## config.mk

```make
export PLATFORM = sky130hd
export DESIGN_NAME = tlb_bulk_invalidate
export DESIGN_NICKNAME = d
export VERILOG_FILES = /design/src/inc/tlb_bulk_invalidate_pkg.sv /design/src/hdl/tlb_bulk_invalidate.sv /design/src/hdl/tlb_op_decode.sv /design/src/hdl/tlb_range_select.sv
export VERILOG_INCLUDE_DIRS = /design/src /design/src/inc
export SDC_FILE = /design/constraint.sdc
export NUM_CORES = 2
export LEC_CHECK = 0
export BUFFER_PORTS_ARGS = -buffer_cell sky130_fd_sc_hd__buf_2
export CAP_MARGIN = 20
export CORE_MARGIN = 8
export CORE_UTILIZATION = 48
export CTS_BUF_LIST = sky130_fd_sc_hd__clkbuf_8
export CTS_CLUSTER_SIZE = 40
export DETAILED_ROUTE_END_ITERATION = 8
export PLACE_DENSITY = 0.63
export RECOVER_POWER = 50
export SYNTH_ARGS = -nofsm -noshare
export SYNTH_HDL_FRONTEND = slang
export SYNTH_SLANG_ARGS = --single-unit
```

## constraint.sdc

```tcl
create_clock -name clk -period 5.07 [get_ports clk]
set_input_delay 0.2535 -clock clk [delete_from_list [all_inputs] [get_ports clk]]
set_output_delay 0.2535 -clock clk [all_outputs]
set_load 0.005 [all_outputs]
```

## src/inc/tlb_bulk_invalidate_regs.svh

```systemverilog
// Offsets, field positions, reset values and opcode codes of the bulk invalidate block.
// Assumes byte addresses on a 32-bit APB bus, one aligned word per register.
`ifndef TLB_BULK_INVALIDATE_REGS_SVH
`define TLB_BULK_INVALIDATE_REGS_SVH

// ----------------------------------------------------------------
// Register offsets
// ----------------------------------------------------------------
`define OFS_CONTROL 8'h00
`define OFS_ENTRY_HIGH 8'h04
`define OFS_INDEX 8'h08
`define OFS_FOURTH_CONFIG 8'h0c
`define OFS_OPERATION 8'h10
`define OFS_STATUS 8'h14
`define OFS_ENTRY_WRITE 8'h18
`define OFS_ENTRY_READ 8'h1c

// ----------------------------------------------------------------
// Field positions
// ----------------------------------------------------------------
`define CTRL_COP_EN_BIT 0
`define CTRL_MT_LSB 4
`define EH_VIRTUAL_PAGE_PAIR_NUMBER_LSB 13
`define STAT_BUSY_BIT 0
`define STAT_CU_BIT 1
`define STAT_RI_BIT 2
`define EW_GLOBAL_BIT 0
`define EW_INVALID_BIT 1
`define ER_INVALID_BIT 31
`define ER_GLOBAL_BIT 30
`define ER_VIRTUAL_PAGE_PAIR_NUMBER_LSB 8
`define CFG4_SETS_LSB 8
`define CFG4_WAYS_LSB 16
`define CFG4_SIZE_LSB 24

// ----------------------------------------------------------------
// Field values and reset values
// ----------------------------------------------------------------
`define MT_JOINT 3'h1
`define MT_SPLIT 3'h4
`define MT_RESET 3'h1
`define IE_SW_WALK 2'h2
`define IE_HW_WALK 2'h3

// ----------------------------------------------------------------
// Instruction encoding
// ----------------------------------------------------------------
`define OPC_SYS_COP 6'h10
`define FUNC_ASID_INV 6'h03
`define FUNC_FLUSH_INV 6'h04

`endif

```

## src/inc/tlb_bulk_invalidate_pkg.sv

```systemverilog
// Types shared by the bulk invalidate design files.
// Assumes nothing beyond a SystemVerilog compiler.
package tlb_bulk_invalidate_pkg;

  // Walker states
  typedef enum logic [0:0] {
    ST_IDLE = 1'b0,
    ST_WALK = 1'b1
  } walk_state_e;

  // Kind of bulk operation in flight
  typedef enum logic [0:0] {
    OP_ASID = 1'b0,
    OP_FLUSH = 1'b1
  } op_kind_e;

  typedef logic [7:0] asid_t;
  typedef logic [18:0] virtual_page_pair_number_t;

endpackage

```

## src/hdl/tlb_bulk_invalidate.sv

```systemverilog
// Translation buffer with bulk invalidate walker and an APB register slave.
// Assumes one clock, synchronous active-low reset, a single-master APB bus.
`timescale 1ns/1ps
`include "tlb_bulk_invalidate_regs.svh"

module tlb_bulk_invalidate
  import tlb_bulk_invalidate_pkg::*;
#(
  parameter int VARIABLE_PAGE_ARRAY_N = 16,
  parameter int SETS = 4,
  parameter int WAYS = 2,
  parameter logic [1:0] INV_SUPPORT = `IE_HW_WALK
) (
  input wire logic clk,
  input wire logic reset_n,
  input wire logic psel,
  input wire logic penable,
  input wire logic pwrite,
  input wire logic [7:0] paddr,
  input wire logic [31:0] pwdata,
  output logic [31:0] prdata,
  output logic pready,
  output logic pslverr,
  input wire logic lookup_valid,
  input wire logic [18:0] lookup_virtual_page_pair_number,
  output logic lookup_ready,
  output logic lookup_done,
  output logic lookup_hit,
  output logic [7:0] lookup_index,
  output logic busy,
  output logic cop_unusable_exc,
  output logic reserved_instr_exc
);

  localparam int TOTAL = VARIABLE_PAGE_ARRAY_N + SETS * WAYS;
  localparam int IDX_W = $clog2(TOTAL);

  // ----------------------------------------------------------------
  // State
  // ----------------------------------------------------------------
  typedef struct packed {
    virtual_page_pair_number_t virtual_page_pair_number;
    asid_t asid;
    logic global_flag;
    logic entry_invalid_flag;
  } entry_s;

  typedef struct packed {
    entry_s [TOTAL-1:0] tlb;
    walk_state_e st;
    op_kind_e op;
    logic [IDX_W-1:0] cursor;
    logic [IDX_W-1:0] last;
    logic cop_en;
    logic [2:0] mmu_type_field;
    asid_t eh_asid;
    virtual_page_pair_number_t eh_virtual_page_pair_number;
    logic [IDX_W-1:0] index;
    logic cu_flag;
    logic ri_flag;
    logic cu_pulse;
    logic ri_pulse;
    logic [31:0] rdata;
    logic hit;
    logic done;
    logic [IDX_W-1:0] hit_idx;
  } state_s;

  state_s s_q;
  state_s s_d;

  logic setup;
  logic access;
  logic wr_done;
  logic mapped;
  logic [31:0] rd_mux;
  logic dec_asid;
  logic dec_flush;
  logic [IDX_W-1:0] rng_first;
  logic [IDX_W-1:0] rng_last;
  logic rng_ok;
  logic [1:0] inv_support_field;
  logic [31:0] fourth_config_reg;
  logic [IDX_W-1:0] lk_idx;
  logic lk_hit;

  // Identifier match that honours the global flag
  function automatic logic asid_hits(entry_s e, asid_t a);
    return (e.asid == a) && !e.global_flag;
  endfunction

  // Address decode for the error answer; the read mux decodes paddr itself
  function automatic logic is_mapped(logic [7:0] a);
    return (a == `OFS_CONTROL) || (a == `OFS_ENTRY_HIGH) || (a == `OFS_INDEX) ||
           (a == `OFS_FOURTH_CONFIG) || (a == `OFS_OPERATION) || (a == `OFS_STATUS) ||
           (a == `OFS_ENTRY_WRITE) || (a == `OFS_ENTRY_READ);
  endfunction

  // ----------------------------------------------------------------
  // Sub-blocks
  // ----------------------------------------------------------------
  tlb_op_decode u_decode (
    .instr(pwdata),
    .is_asid_inv(dec_asid),
    .is_flush_inv(dec_flush)
  );

  tlb_range_select #(
    .VARIABLE_PAGE_ARRAY_N(VARIABLE_PAGE_ARRAY_N),
    .SETS(SETS),
    .WAYS(WAYS),
    .IDX_W(IDX_W)
  ) u_range (
    .mmu_type(s_q.mmu_type_field),
    .inv_support(inv_support_field),
    .index(s_q.index),
    .first(rng_first),
    .last(rng_last),
    .in_range(rng_ok)
  );

  // ----------------------------------------------------------------
  // Bus handshake and read data
  // ----------------------------------------------------------------
  // Fixed support level, reported to software
  always_comb begin
    inv_support_field = INV_SUPPORT;
    fourth_config_reg = 32'h0;
    fourth_config_reg[1:0] = inv_support_field;
    fourth_config_reg[`CFG4_SETS_LSB +: 8] = 8'(SETS);
    fourth_config_reg[`CFG4_WAYS_LSB +: 8] = 8'(WAYS);
    fourth_config_reg[`CFG4_SIZE_LSB +: 8] = 8'(VARIABLE_PAGE_ARRAY_N - 1);
  end

  // Every access waits while a walk runs
  always_comb begin
    setup = psel && !penable;
    access = psel && penable;
    pready = (s_q.st == ST_IDLE);
    wr_done = access && pready && pwrite;
    mapped = is_mapped(paddr);
    pslverr = access && pready && !mapped;
    prdata = s_q.rdata;
  end

  // Read mux over the register map
  always_comb begin
    entry_s e;
    e = s_q.tlb[s_q.index];
    rd_mux = 32'h0;
    case (paddr)
      `OFS_CONTROL: begin
        rd_mux[`CTRL_COP_EN_BIT] = s_q.cop_en;
        rd_mux[`CTRL_MT_LSB +: 3] = s_q.mmu_type_field;
      end
      `OFS_ENTRY_HIGH: begin
        rd_mux[7:0] = s_q.eh_asid;
        rd_mux[`EH_VIRTUAL_PAGE_PAIR_NUMBER_LSB +: 19] = s_q.eh_virtual_page_pair_number;
      end
      `OFS_INDEX: rd_mux[IDX_W-1:0] = s_q.index;
      `OFS_FOURTH_CONFIG: rd_mux = fourth_config_reg;
      `OFS_STATUS: begin
        rd_mux[`STAT_BUSY_BIT] = (s_q.st == ST_WALK);
        rd_mux[`STAT_CU_BIT] = s_q.cu_flag;
        rd_mux[`STAT_RI_BIT] = s_q.ri_flag;
      end
      `OFS_ENTRY_READ: begin
        rd_mux[7:0] = e.asid;
        rd_mux[`ER_VIRTUAL_PAGE_PAIR_NUMBER_LSB +: 19] = e.virtual_page_pair_number;
        rd_mux[`ER_GLOBAL_BIT] = e.global_flag;
        rd_mux[`ER_INVALID_BIT] = e.entry_invalid_flag;
      end
      default: rd_mux = 32'h0;
    endcase
  end

  // ----------------------------------------------------------------
  // Lookup
  // ----------------------------------------------------------------
  // Fully associative compare; invalid entries never hit
  always_comb begin
    lk_hit = 1'b0;
    lk_idx = '0;
    for (int i = 0; i < TOTAL; i++) begin
      if (!s_q.tlb[i].entry_invalid_flag &&
          (s_q.tlb[i].virtual_page_pair_number == lookup_virtual_page_pair_number) &&
          (s_q.tlb[i].global_flag || (s_q.tlb[i].asid == s_q.eh_asid)) && !lk_hit) begin
        lk_hit = 1'b1;
        lk_idx = IDX_W'(i);
      end
    end
  end

  // Outputs straight from state
  always_comb begin
    lookup_ready = (s_q.st == ST_IDLE);
    lookup_done = s_q.done;
    lookup_hit = s_q.hit;
    lookup_index = 8'(s_q.hit_idx);
    busy = (s_q.st == ST_WALK);
    cop_unusable_exc = s_q.cu_pulse;
    reserved_instr_exc = s_q.ri_pulse;
  end

  // ----------------------------------------------------------------
  // Next state
  // ----------------------------------------------------------------
  always_comb begin
    s_d = s_q;
    s_d.cu_pulse = 1'b0;
    s_d.ri_pulse = 1'b0;
    s_d.done = 1'b0;
    if (psel) begin
      s_d.rdata = rd_mux;
    end

    // Lookups only while the array is settled
    if (lookup_valid && lookup_ready) begin
      s_d.done = 1'b1;
      s_d.hit = lk_hit;
      s_d.hit_idx = lk_idx;
    end

    // Walker: one entry per cycle across the whole chosen range
    if (s_q.st == ST_WALK) begin
      if (s_q.op == OP_FLUSH) begin
        s_d.tlb[s_q.cursor].entry_invalid_flag = 1'b1;
      end else if (asid_hits(s_q.tlb[s_q.cursor], s_q.eh_asid)) begin
        s_d.tlb[s_q.cursor].entry_invalid_flag = 1'b1;
      end
      if (s_q.cursor == s_q.last) begin
        s_d.st = ST_IDLE;
      end else begin
        s_d.cursor = s_q.cursor + 1'b1;
      end
    end

    // Register writes at the completing access edge
    if (wr_done) begin
      case (paddr)
        `OFS_CONTROL: begin
          s_d.cop_en = pwdata[`CTRL_COP_EN_BIT];
          s_d.mmu_type_field = pwdata[`CTRL_MT_LSB +: 3];
        end
        `OFS_ENTRY_HIGH: begin
          s_d.eh_asid = pwdata[7:0];
          s_d.eh_virtual_page_pair_number = pwdata[`EH_VIRTUAL_PAGE_PAIR_NUMBER_LSB +: 19];
        end
        `OFS_INDEX: s_d.index = pwdata[IDX_W-1:0];
        `OFS_STATUS: begin
          s_d.cu_flag = s_q.cu_flag && !pwdata[`STAT_CU_BIT];
          s_d.ri_flag = s_q.ri_flag && !pwdata[`STAT_RI_BIT];
        end
        `OFS_ENTRY_WRITE: begin
          s_d.tlb[s_q.index].asid = s_q.eh_asid;
          s_d.tlb[s_q.index].virtual_page_pair_number = s_q.eh_virtual_page_pair_number;
          s_d.tlb[s_q.index].global_flag = pwdata[`EW_GLOBAL_BIT];
          s_d.tlb[s_q.index].entry_invalid_flag = pwdata[`EW_INVALID_BIT];
        end
        `OFS_OPERATION: begin
          if (!(dec_asid || dec_flush) || (inv_support_field < `IE_SW_WALK)) begin
            s_d.ri_pulse = 1'b1;
          end else if (!s_q.cop_en) begin
            s_d.cu_pulse = 1'b1;
          end else if (rng_ok) begin
            s_d.st = ST_WALK;
            s_d.op = dec_flush ? OP_FLUSH : OP_ASID;
            s_d.cursor = rng_first;
            s_d.last = rng_last;
          end
        end
        default: s_d.cu_pulse = 1'b0;
      endcase
    end

    // Sticky error flags: a new event beats a clear in the same cycle
    if (s_d.cu_pulse) begin
      s_d.cu_flag = 1'b1;
    end
    if (s_d.ri_pulse) begin
      s_d.ri_flag = 1'b1;
    end

    // Synchronous reset: every entry invalid, joint array mode
    if (!reset_n) begin
      s_d = '0;
      s_d.mmu_type_field = `MT_RESET;
      for (int i = 0; i < TOTAL; i++) begin
        s_d.tlb[i].entry_invalid_flag = 1'b1;
      end
    end
  end

  // State register
  always_ff @(posedge clk) begin
    s_q <= s_d;
  end

endmodule

```

## src/hdl/tlb_op_decode.sv

```systemverilog
// Decoder for the two bulk TLB maintenance instruction words.
// Assumes a full 32-bit instruction word is presented.
`timescale 1ns/1ps
`include "tlb_bulk_invalidate_regs.svh"

module tlb_op_decode
  import tlb_bulk_invalidate_pkg::*;
(
  input wire logic [31:0] instr,
  output logic is_asid_inv,
  output logic is_flush_inv
);

  logic common;

  // Major opcode, coprocessor-operation bit and zero middle field
  always_comb begin
    common = (instr[31:26] == `OPC_SYS_COP) && instr[25] && (instr[24:6] == 19'h00000);
    is_asid_inv = common && (instr[5:0] == `FUNC_ASID_INV);
    is_flush_inv = common && (instr[5:0] == `FUNC_FLUSH_INV);
  end

endmodule

```

## src/hdl/tlb_range_select.sv

```systemverilog
// Works out the first and last entry that a bulk invalidate walks.
// Assumes entries are laid out variable-page first, then fixed sets way by way.
`timescale 1ns/1ps
`include "tlb_bulk_invalidate_regs.svh"

module tlb_range_select
  import tlb_bulk_invalidate_pkg::*;
#(
  parameter int VARIABLE_PAGE_ARRAY_N = 16,
  parameter int SETS = 4,
  parameter int WAYS = 2,
  parameter int IDX_W = 5
) (
  input wire logic [2:0] mmu_type,
  input wire logic [1:0] inv_support,
  input wire logic [IDX_W-1:0] index,
  output logic [IDX_W-1:0] first,
  output logic [IDX_W-1:0] last,
  output logic in_range
);

  localparam int TOTAL = VARIABLE_PAGE_ARRAY_N + SETS * WAYS;

  // Range decision by MMU type, walk style and index
  always_comb begin
    int base;
    base = 0;
    first = '0;
    last = IDX_W'(TOTAL - 1);
    in_range = 1'b0;
    if (mmu_type == `MT_JOINT) begin
      in_range = 1'b1;
    end else if (mmu_type == `MT_SPLIT) begin
      if (inv_support == `IE_HW_WALK) begin
        in_range = 1'b1;
      end else if (inv_support == `IE_SW_WALK) begin
        in_range = 1'b1;
        if (int'(index) < VARIABLE_PAGE_ARRAY_N) begin
          last = IDX_W'(VARIABLE_PAGE_ARRAY_N - 1);
        end else begin
          base = VARIABLE_PAGE_ARRAY_N + ((int'(index) - VARIABLE_PAGE_ARRAY_N) / WAYS) * WAYS;
          first = IDX_W'(base);
          last = IDX_W'(base + WAYS - 1);
        end
      end
    end
  end

endmodule

```

# Yosys cells after proc, flatten, opt, wreduce, memory -nomap -nowiden
# Cells that the tools add are included.
# op_classes
eq_ne	62
addsub	1
mux	103
bitwise_logic	1
reduce_logical	180
order_cmp	4
# op_table
operator	n
696-bit bitwise mux	5
696-bit 2-to-1 mux	3
748-bit 2-to-1 mux	1
29-bit demux with 5-bit select	5
697-bit 2-to-1 mux	1
19-bit equality test	24
29-bit binary-select mux with 5-bit select	2
8-bit equality test	25
5-bit 2-to-1 mux	22
1-bit logical AND	85
29-bit 2-to-1 mux	2
1-bit zero test	51
12-bit 2-to-1 mux	4
14-bit one-hot mux with 3 select lines	1
1-bit 2-to-1 mux	38
8-bit by 5-bit equality test with 1-bit output, second input constant	4
1-bit logical OR	32
27-bit 2-to-1 mux	1
10-bit 2-to-1 mux	2
19-bit zero test	1
8-bit by 4-bit equality test with 1-bit output, second input constant	2
5-bit by 6-bit less-than comparator with 1-bit output, second input constant	2
5-bit by 1-bit greater-or-equal comparator with 1-bit output, second input constant	2
2-bit one-hot mux with 5 select lines	1
other kinds (25)	35
# totals
ff_bits	783
output_inout_bits	48

# Longest topological paths before layout
# logic_depth
depth_word	74
mapped_depth	12

# Modules after synthesis
# From an unflattened synthesis, not the netlist that was laid out.
# hier_totals
hier_cells	5182
area_unflattened_um2	43360.3
# by_module_without_submodules
module	n_inst	seq_area_each_um2	area_per_inst_um2	cells_per_inst
tlb_bulk_invalidate	1	15755.1	43118.9	5146
tlb_range_select	1	0.0	135.1	21
tlb_op_decode	1	0.0	106.4	15

# Least setup slack after synthesis
# Ideal clock, no wire load.
# synth_timing
path_kind	reg2reg
startpoint	register s_q[84] (netlist bit)
endpoint	register s_q[352] (netlist bit)
required_time_ns	4.922
setup_ns	0.148
n_path_buf	4
stages_incl_launch_ff	13
arrival_time_ns	2.406
setup_slack_ns	2.516
cell_sequence	dfxtp_1 > buf_6 > buf_2 > buf_2 > mux2i_1 > nor2_1 > nor4_1 > nand3_1 > xor2_1 > nor4_4 > a31oi_4 > buf_6 > o211ai_2
# synth_via
elab_chain_len	14
word_cells_on_any_way	20
# synth_rtl
item	line	source
start: declaration	tlb_bulk_invalidate.sv:69	state_s s_q;
start signal: assignment	tlb_bulk_invalidate.sv:296	s_q <= s_d;
5-bit by 6-bit less-than comparator with 1-bit output (not written as such) / 5-bit by 1-bit greater-or-equal comparator with 1-bit output (equally long branches)	tlb_bulk_invalidate.sv:227, tlb_bulk_invalidate.sv:229	
1-bit logical AND (not written as such)	tlb_bulk_invalidate.sv:227, tlb_bulk_invalidate.sv:229	
1-bit 2-to-1 mux (not written as such)	tlb_bulk_invalidate.sv:227, tlb_bulk_invalidate.sv:229	
29-bit demux with 5-bit select	tlb_bulk_invalidate.sv:227, tlb_bulk_invalidate.sv:229	
696-bit bitwise mux	tlb_bulk_invalidate.sv:227, tlb_bulk_invalidate.sv:229	
696-bit 2-to-1 mux	tlb_bulk_invalidate.sv:228	end else if (asid_hits(s_q.tlb[s_q.cursor], s_q.eh_asid)) begin
696-bit 2-to-1 mux (*)	tlb_bulk_invalidate.sv:226	if (s_q.op == OP_FLUSH) begin
697-bit 2-to-1 mux (*)	tlb_bulk_invalidate.sv:225	if (s_q.st == ST_WALK) begin
696-bit bitwise mux	tlb_bulk_invalidate.sv:255	s_d.tlb[s_q.index].asid = s_q.eh_asid;
696-bit bitwise mux	tlb_bulk_invalidate.sv:256	s_d.tlb[s_q.index].virtual_page_pair_number = s_q.eh_virtual_page_pair_number;
696-bit bitwise mux	tlb_bulk_invalidate.sv:257	s_d.tlb[s_q.index].global_flag = pwdata[`EW_GLOBAL_BIT];
696-bit bitwise mux	tlb_bulk_invalidate.sv:258	s_d.tlb[s_q.index].entry_invalid_flag = pwdata[`EW_INVALID_BIT];
696-bit 2-to-1 mux	tlb_bulk_invalidate.sv:240	case (paddr)
748-bit 2-to-1 mux (*)	tlb_bulk_invalidate.sv:239	if (wr_done) begin
# Every way passes the cells marked *; elsewhere a longest branch is shown, timed or not. The select of a mux whose other input is x is not followed.
# A chain may end at the register's enable or synchronous reset.

# Worst setup path in the final report
# layout_timing
startpoint	input paddr[5]
endpoint	register s_q[521] (netlist bit)
# layout_via
elab_chain_len	3
# layout_rtl
item	line	source
start: declaration	tlb_bulk_invalidate.sv:19	input wire logic [7:0] paddr,
8-bit by 5-bit equality test with 1-bit output	tlb_bulk_invalidate.sv:240	
696-bit 2-to-1 mux	tlb_bulk_invalidate.sv:240	
748-bit 2-to-1 mux	tlb_bulk_invalidate.sv:239	
# Every way passes these cells. The select of a mux whose other input is x is not followed.

==> metrics.csv <==
metric,value,unit
drtPass1Iterations,6,
grt_pass1_wl,263200,um
die_x,324.2,um
p_leak,17.18,nW
cp.depth,11,
dominantRegCellSynth,dfxtp_1,
grt_max_degree,190,
p_clk_frac,0.479,
min_period,4432,ps
critical_path_class,in2reg,
synth-edff-count,0,
power_density,263.2,nW/um2
gr-total-overflow,0,
cpMaxStageDelayCell,clkbuf_1,
r2r_cells,7,
sw_frac_of_total,0.2505,
ant_nets,0,
start_kind,input pin,
core,94590,um2
cts_max_level,4,
relSlewSlack,-0.4548,
clock-sinks,783,
globalplace.congestion,1.062,
avgSynthCellArea,9.098,um2
final_cell_mix,"nand2_1, dfxtp_1, a21boi_0",
clkLatencyLatePin,860,ps
peakVddDrop,233.4,uV
synth-seq-cells,783,
place_hpwl,127200,um
power.internal,0.009767,W
worstHoldPathType,in2reg,
crit_arrival,5190,ps
drt_drc_violations_left,0,
fin_skew,40.12,ps
seq_area,15700,um2
dieArea,105100,um2
worst_pin_slew,2182,ps
multiInputGateArea,27230,um2
cts_root_buf,clkbuf_8,
yosysTopAreaCell,dfxtp_1,
layout.cells.non_filler,6302,
wirelength,182900,um
tns,0,ps
synth_top_area_frac,0.3438,
grt_antenna_before_repair,11,
syn-cell-area,45590,um2
combPwrFrac,0.047,
worst_path_most_repeated_cell,nand2_1,
cp_top_family,buffers and inverters,
via_per_inst,6.184,
fin_nets,4994,
critPathCaptureType,register,
p_seq_frac,0.474,
final_core_util,0.5234,
crit_buf_inv,4,
ios,113,
setup_viol,0,
path_cells,dlygate4sd3_1 > buf_2 > nor3_1 > dlygate4sd3_1 > nand2_1 > nor4_1 > nand2_1 > nor2_1 > clkbuf_1 > nand2_1 > a21boi_0,
rows,113,
fin_area,49510,um2
start_util,0.4820,
ys_warn_count,0,
cts_tree,built,
cts_resized,0,
p_switching,0.003265,W
clk_pin_slew,60,ps
required,5820,ps
whs,87.97,ps
synth_seq_area_share,0.3438,
drt_iter0_drc,5025,
syn2layout_area_growth,8.601,%
numPortBuffers,109,
wl_per_cell,29.02,um
hold_depth,6,
layout_commonest_cell,nand2_1,
final_hold_viol_count,0,
synth_area_leaders,"dfxtp_1, mux4_2, nand2_1, xor2_1, a21boi_0",
drv_slew,289,
placed_area,46330,um2
die_h,324.2,um
fillerInstances,8770,
num_vias,38970,
maxCapViolations,13,
max_stage_delay,1150,ps
rsz0062_at_grt,no,
status,"finished, violations left",
place_inst,6003,
async_reset_ff_frac,0,
path_max_fanout,20,
timing.fmax,0.2256,GHz
drive_above_1_share,0.1350,
yosysUniqueCellTypes,76,
synthCells,5011,
grt_pass1_vias,36790,
numCtsBuffers,142,
grt_use_total,0.3380,
period_share,0.8741,
cts_buffer_depth,3,
violations,"max-capacitance violations, max-slew violations",
-- routing by layer --
layer / routed length [um] / track usage / vias up
met5: 27 / 0 / -
met4: 12070 / 0.1912 / 4
met3: 17940 / 0.07573 / 537
met2: 79590 / 0.5123 / 2238
met1: 73240 / 0.4437 / 19120
li1: - / - / 17070
-- final timing paths --
| kind | start | endpoint | slack [ps] |
|---|---|---|---|
| min | paddr[7] | s_q[42] | 90 |
| max reg2reg | s_q[43] | prdata[18] | 780 |
| min reg2reg | prdata[23] | prdata[23] | 480 |
| max | paddr[5] | s_q[521] | 640 |
-- synthesized netlist by cell type (52+ instances only) --
library cell and n:
a21boi_0 535, mux4_2 195, nor4_1 127, nor2_1 60, dfxtp_1 783, nand2_1 1157, xor2_1 467, a22oi_1 96
buf_2 97, clkbuf_1 272, nand4_1 52, buf_4 87, xnor2_1 193, mux2i_1 258, nor2b_1 184
-- kinds of logic (layout without fill, tap and decap cells) --
kind of cell             Yosys count  after routing  share of synthesized area
AO/OA/AOI/OAI                    837            837                     0.1379
AND/OR/NAND/NOR                 1735           1735                     0.1740
multiplexers                     466            466                     0.1562
buffers and inverters            525            541                    0.06010
XOR/XNOR                         660            660                     0.1268
flip-flops                       783            783                     0.3438
adder cells (fa/ha/maj)            4              4                   0.001098
other                              1             11                 0.00008225
-- worst register-to-register path, delay by kind of cell (launching register included) --
family / cells / cell delay (ps)
buffers and inverters: 1 / 1460
flip-flops: 1 / 740
AND/OR/NAND/NOR: 1 / 90
AO/OA/AOI/OAI: 4 / 1170
multiplexers: 1 / 740
-- through the flow --
| stage | setup slack (ps) | total power [W] |
|---|---|---|
| floorplan | 2516 | 0.006722 |
| global placement | 1132 | 0.006889 |
| detailed placement | 1281 | 0.006886 |
| CTS | 1291 | 0.01308 |
| global route | 481.8 | 0.01341 |
| finish | 638.3 | 0.01303 |
-- power by group through the flow --
stage	logic, W	clock network [W]	registers, W
3_3_place_gp	0.000578	0	0.00631
5_1_grt	0.000637	0.00660	0.00617
4_1_cts	0.000601	0.00631	0.00618
3_5_place_dp	0.000575	0	0.00631
6_report	0.000617	0.00624	0.00618
2_1_floorplan	0.000417	0	0.00630
-- state kept, by name (all words and copies together), names as in the netlist --
signal	flops
cop_unusable_exc	1
prdata	32
lookup_hit	1
busy	1
lookup_index	5
s_q	741
lookup_done	1
reserved_instr_exc	1
-- what timing repair did --
item                                   4_1_cts  5_1_grt
buffers inserted                             0        0
hold buffers                                42        0
endpoints found under the hold margin       71        0
-- area by class of cell --
class / instances / share of cell area
Sequential cell: 783 / 0.3171
Clock inverter: 70 / 0.009072
Tap cell: 1265 / 0.03197
Inverter: 7 / 0.0005307
Antenna cell: 8 / 0.0004043
Clock buffer: 178 / 0.04948
Timing Repair Buffer: 286 / 0.04157
Multi-Input combinational cell: 3705 / 0.5499
Power figures use the tool's default switching activity.
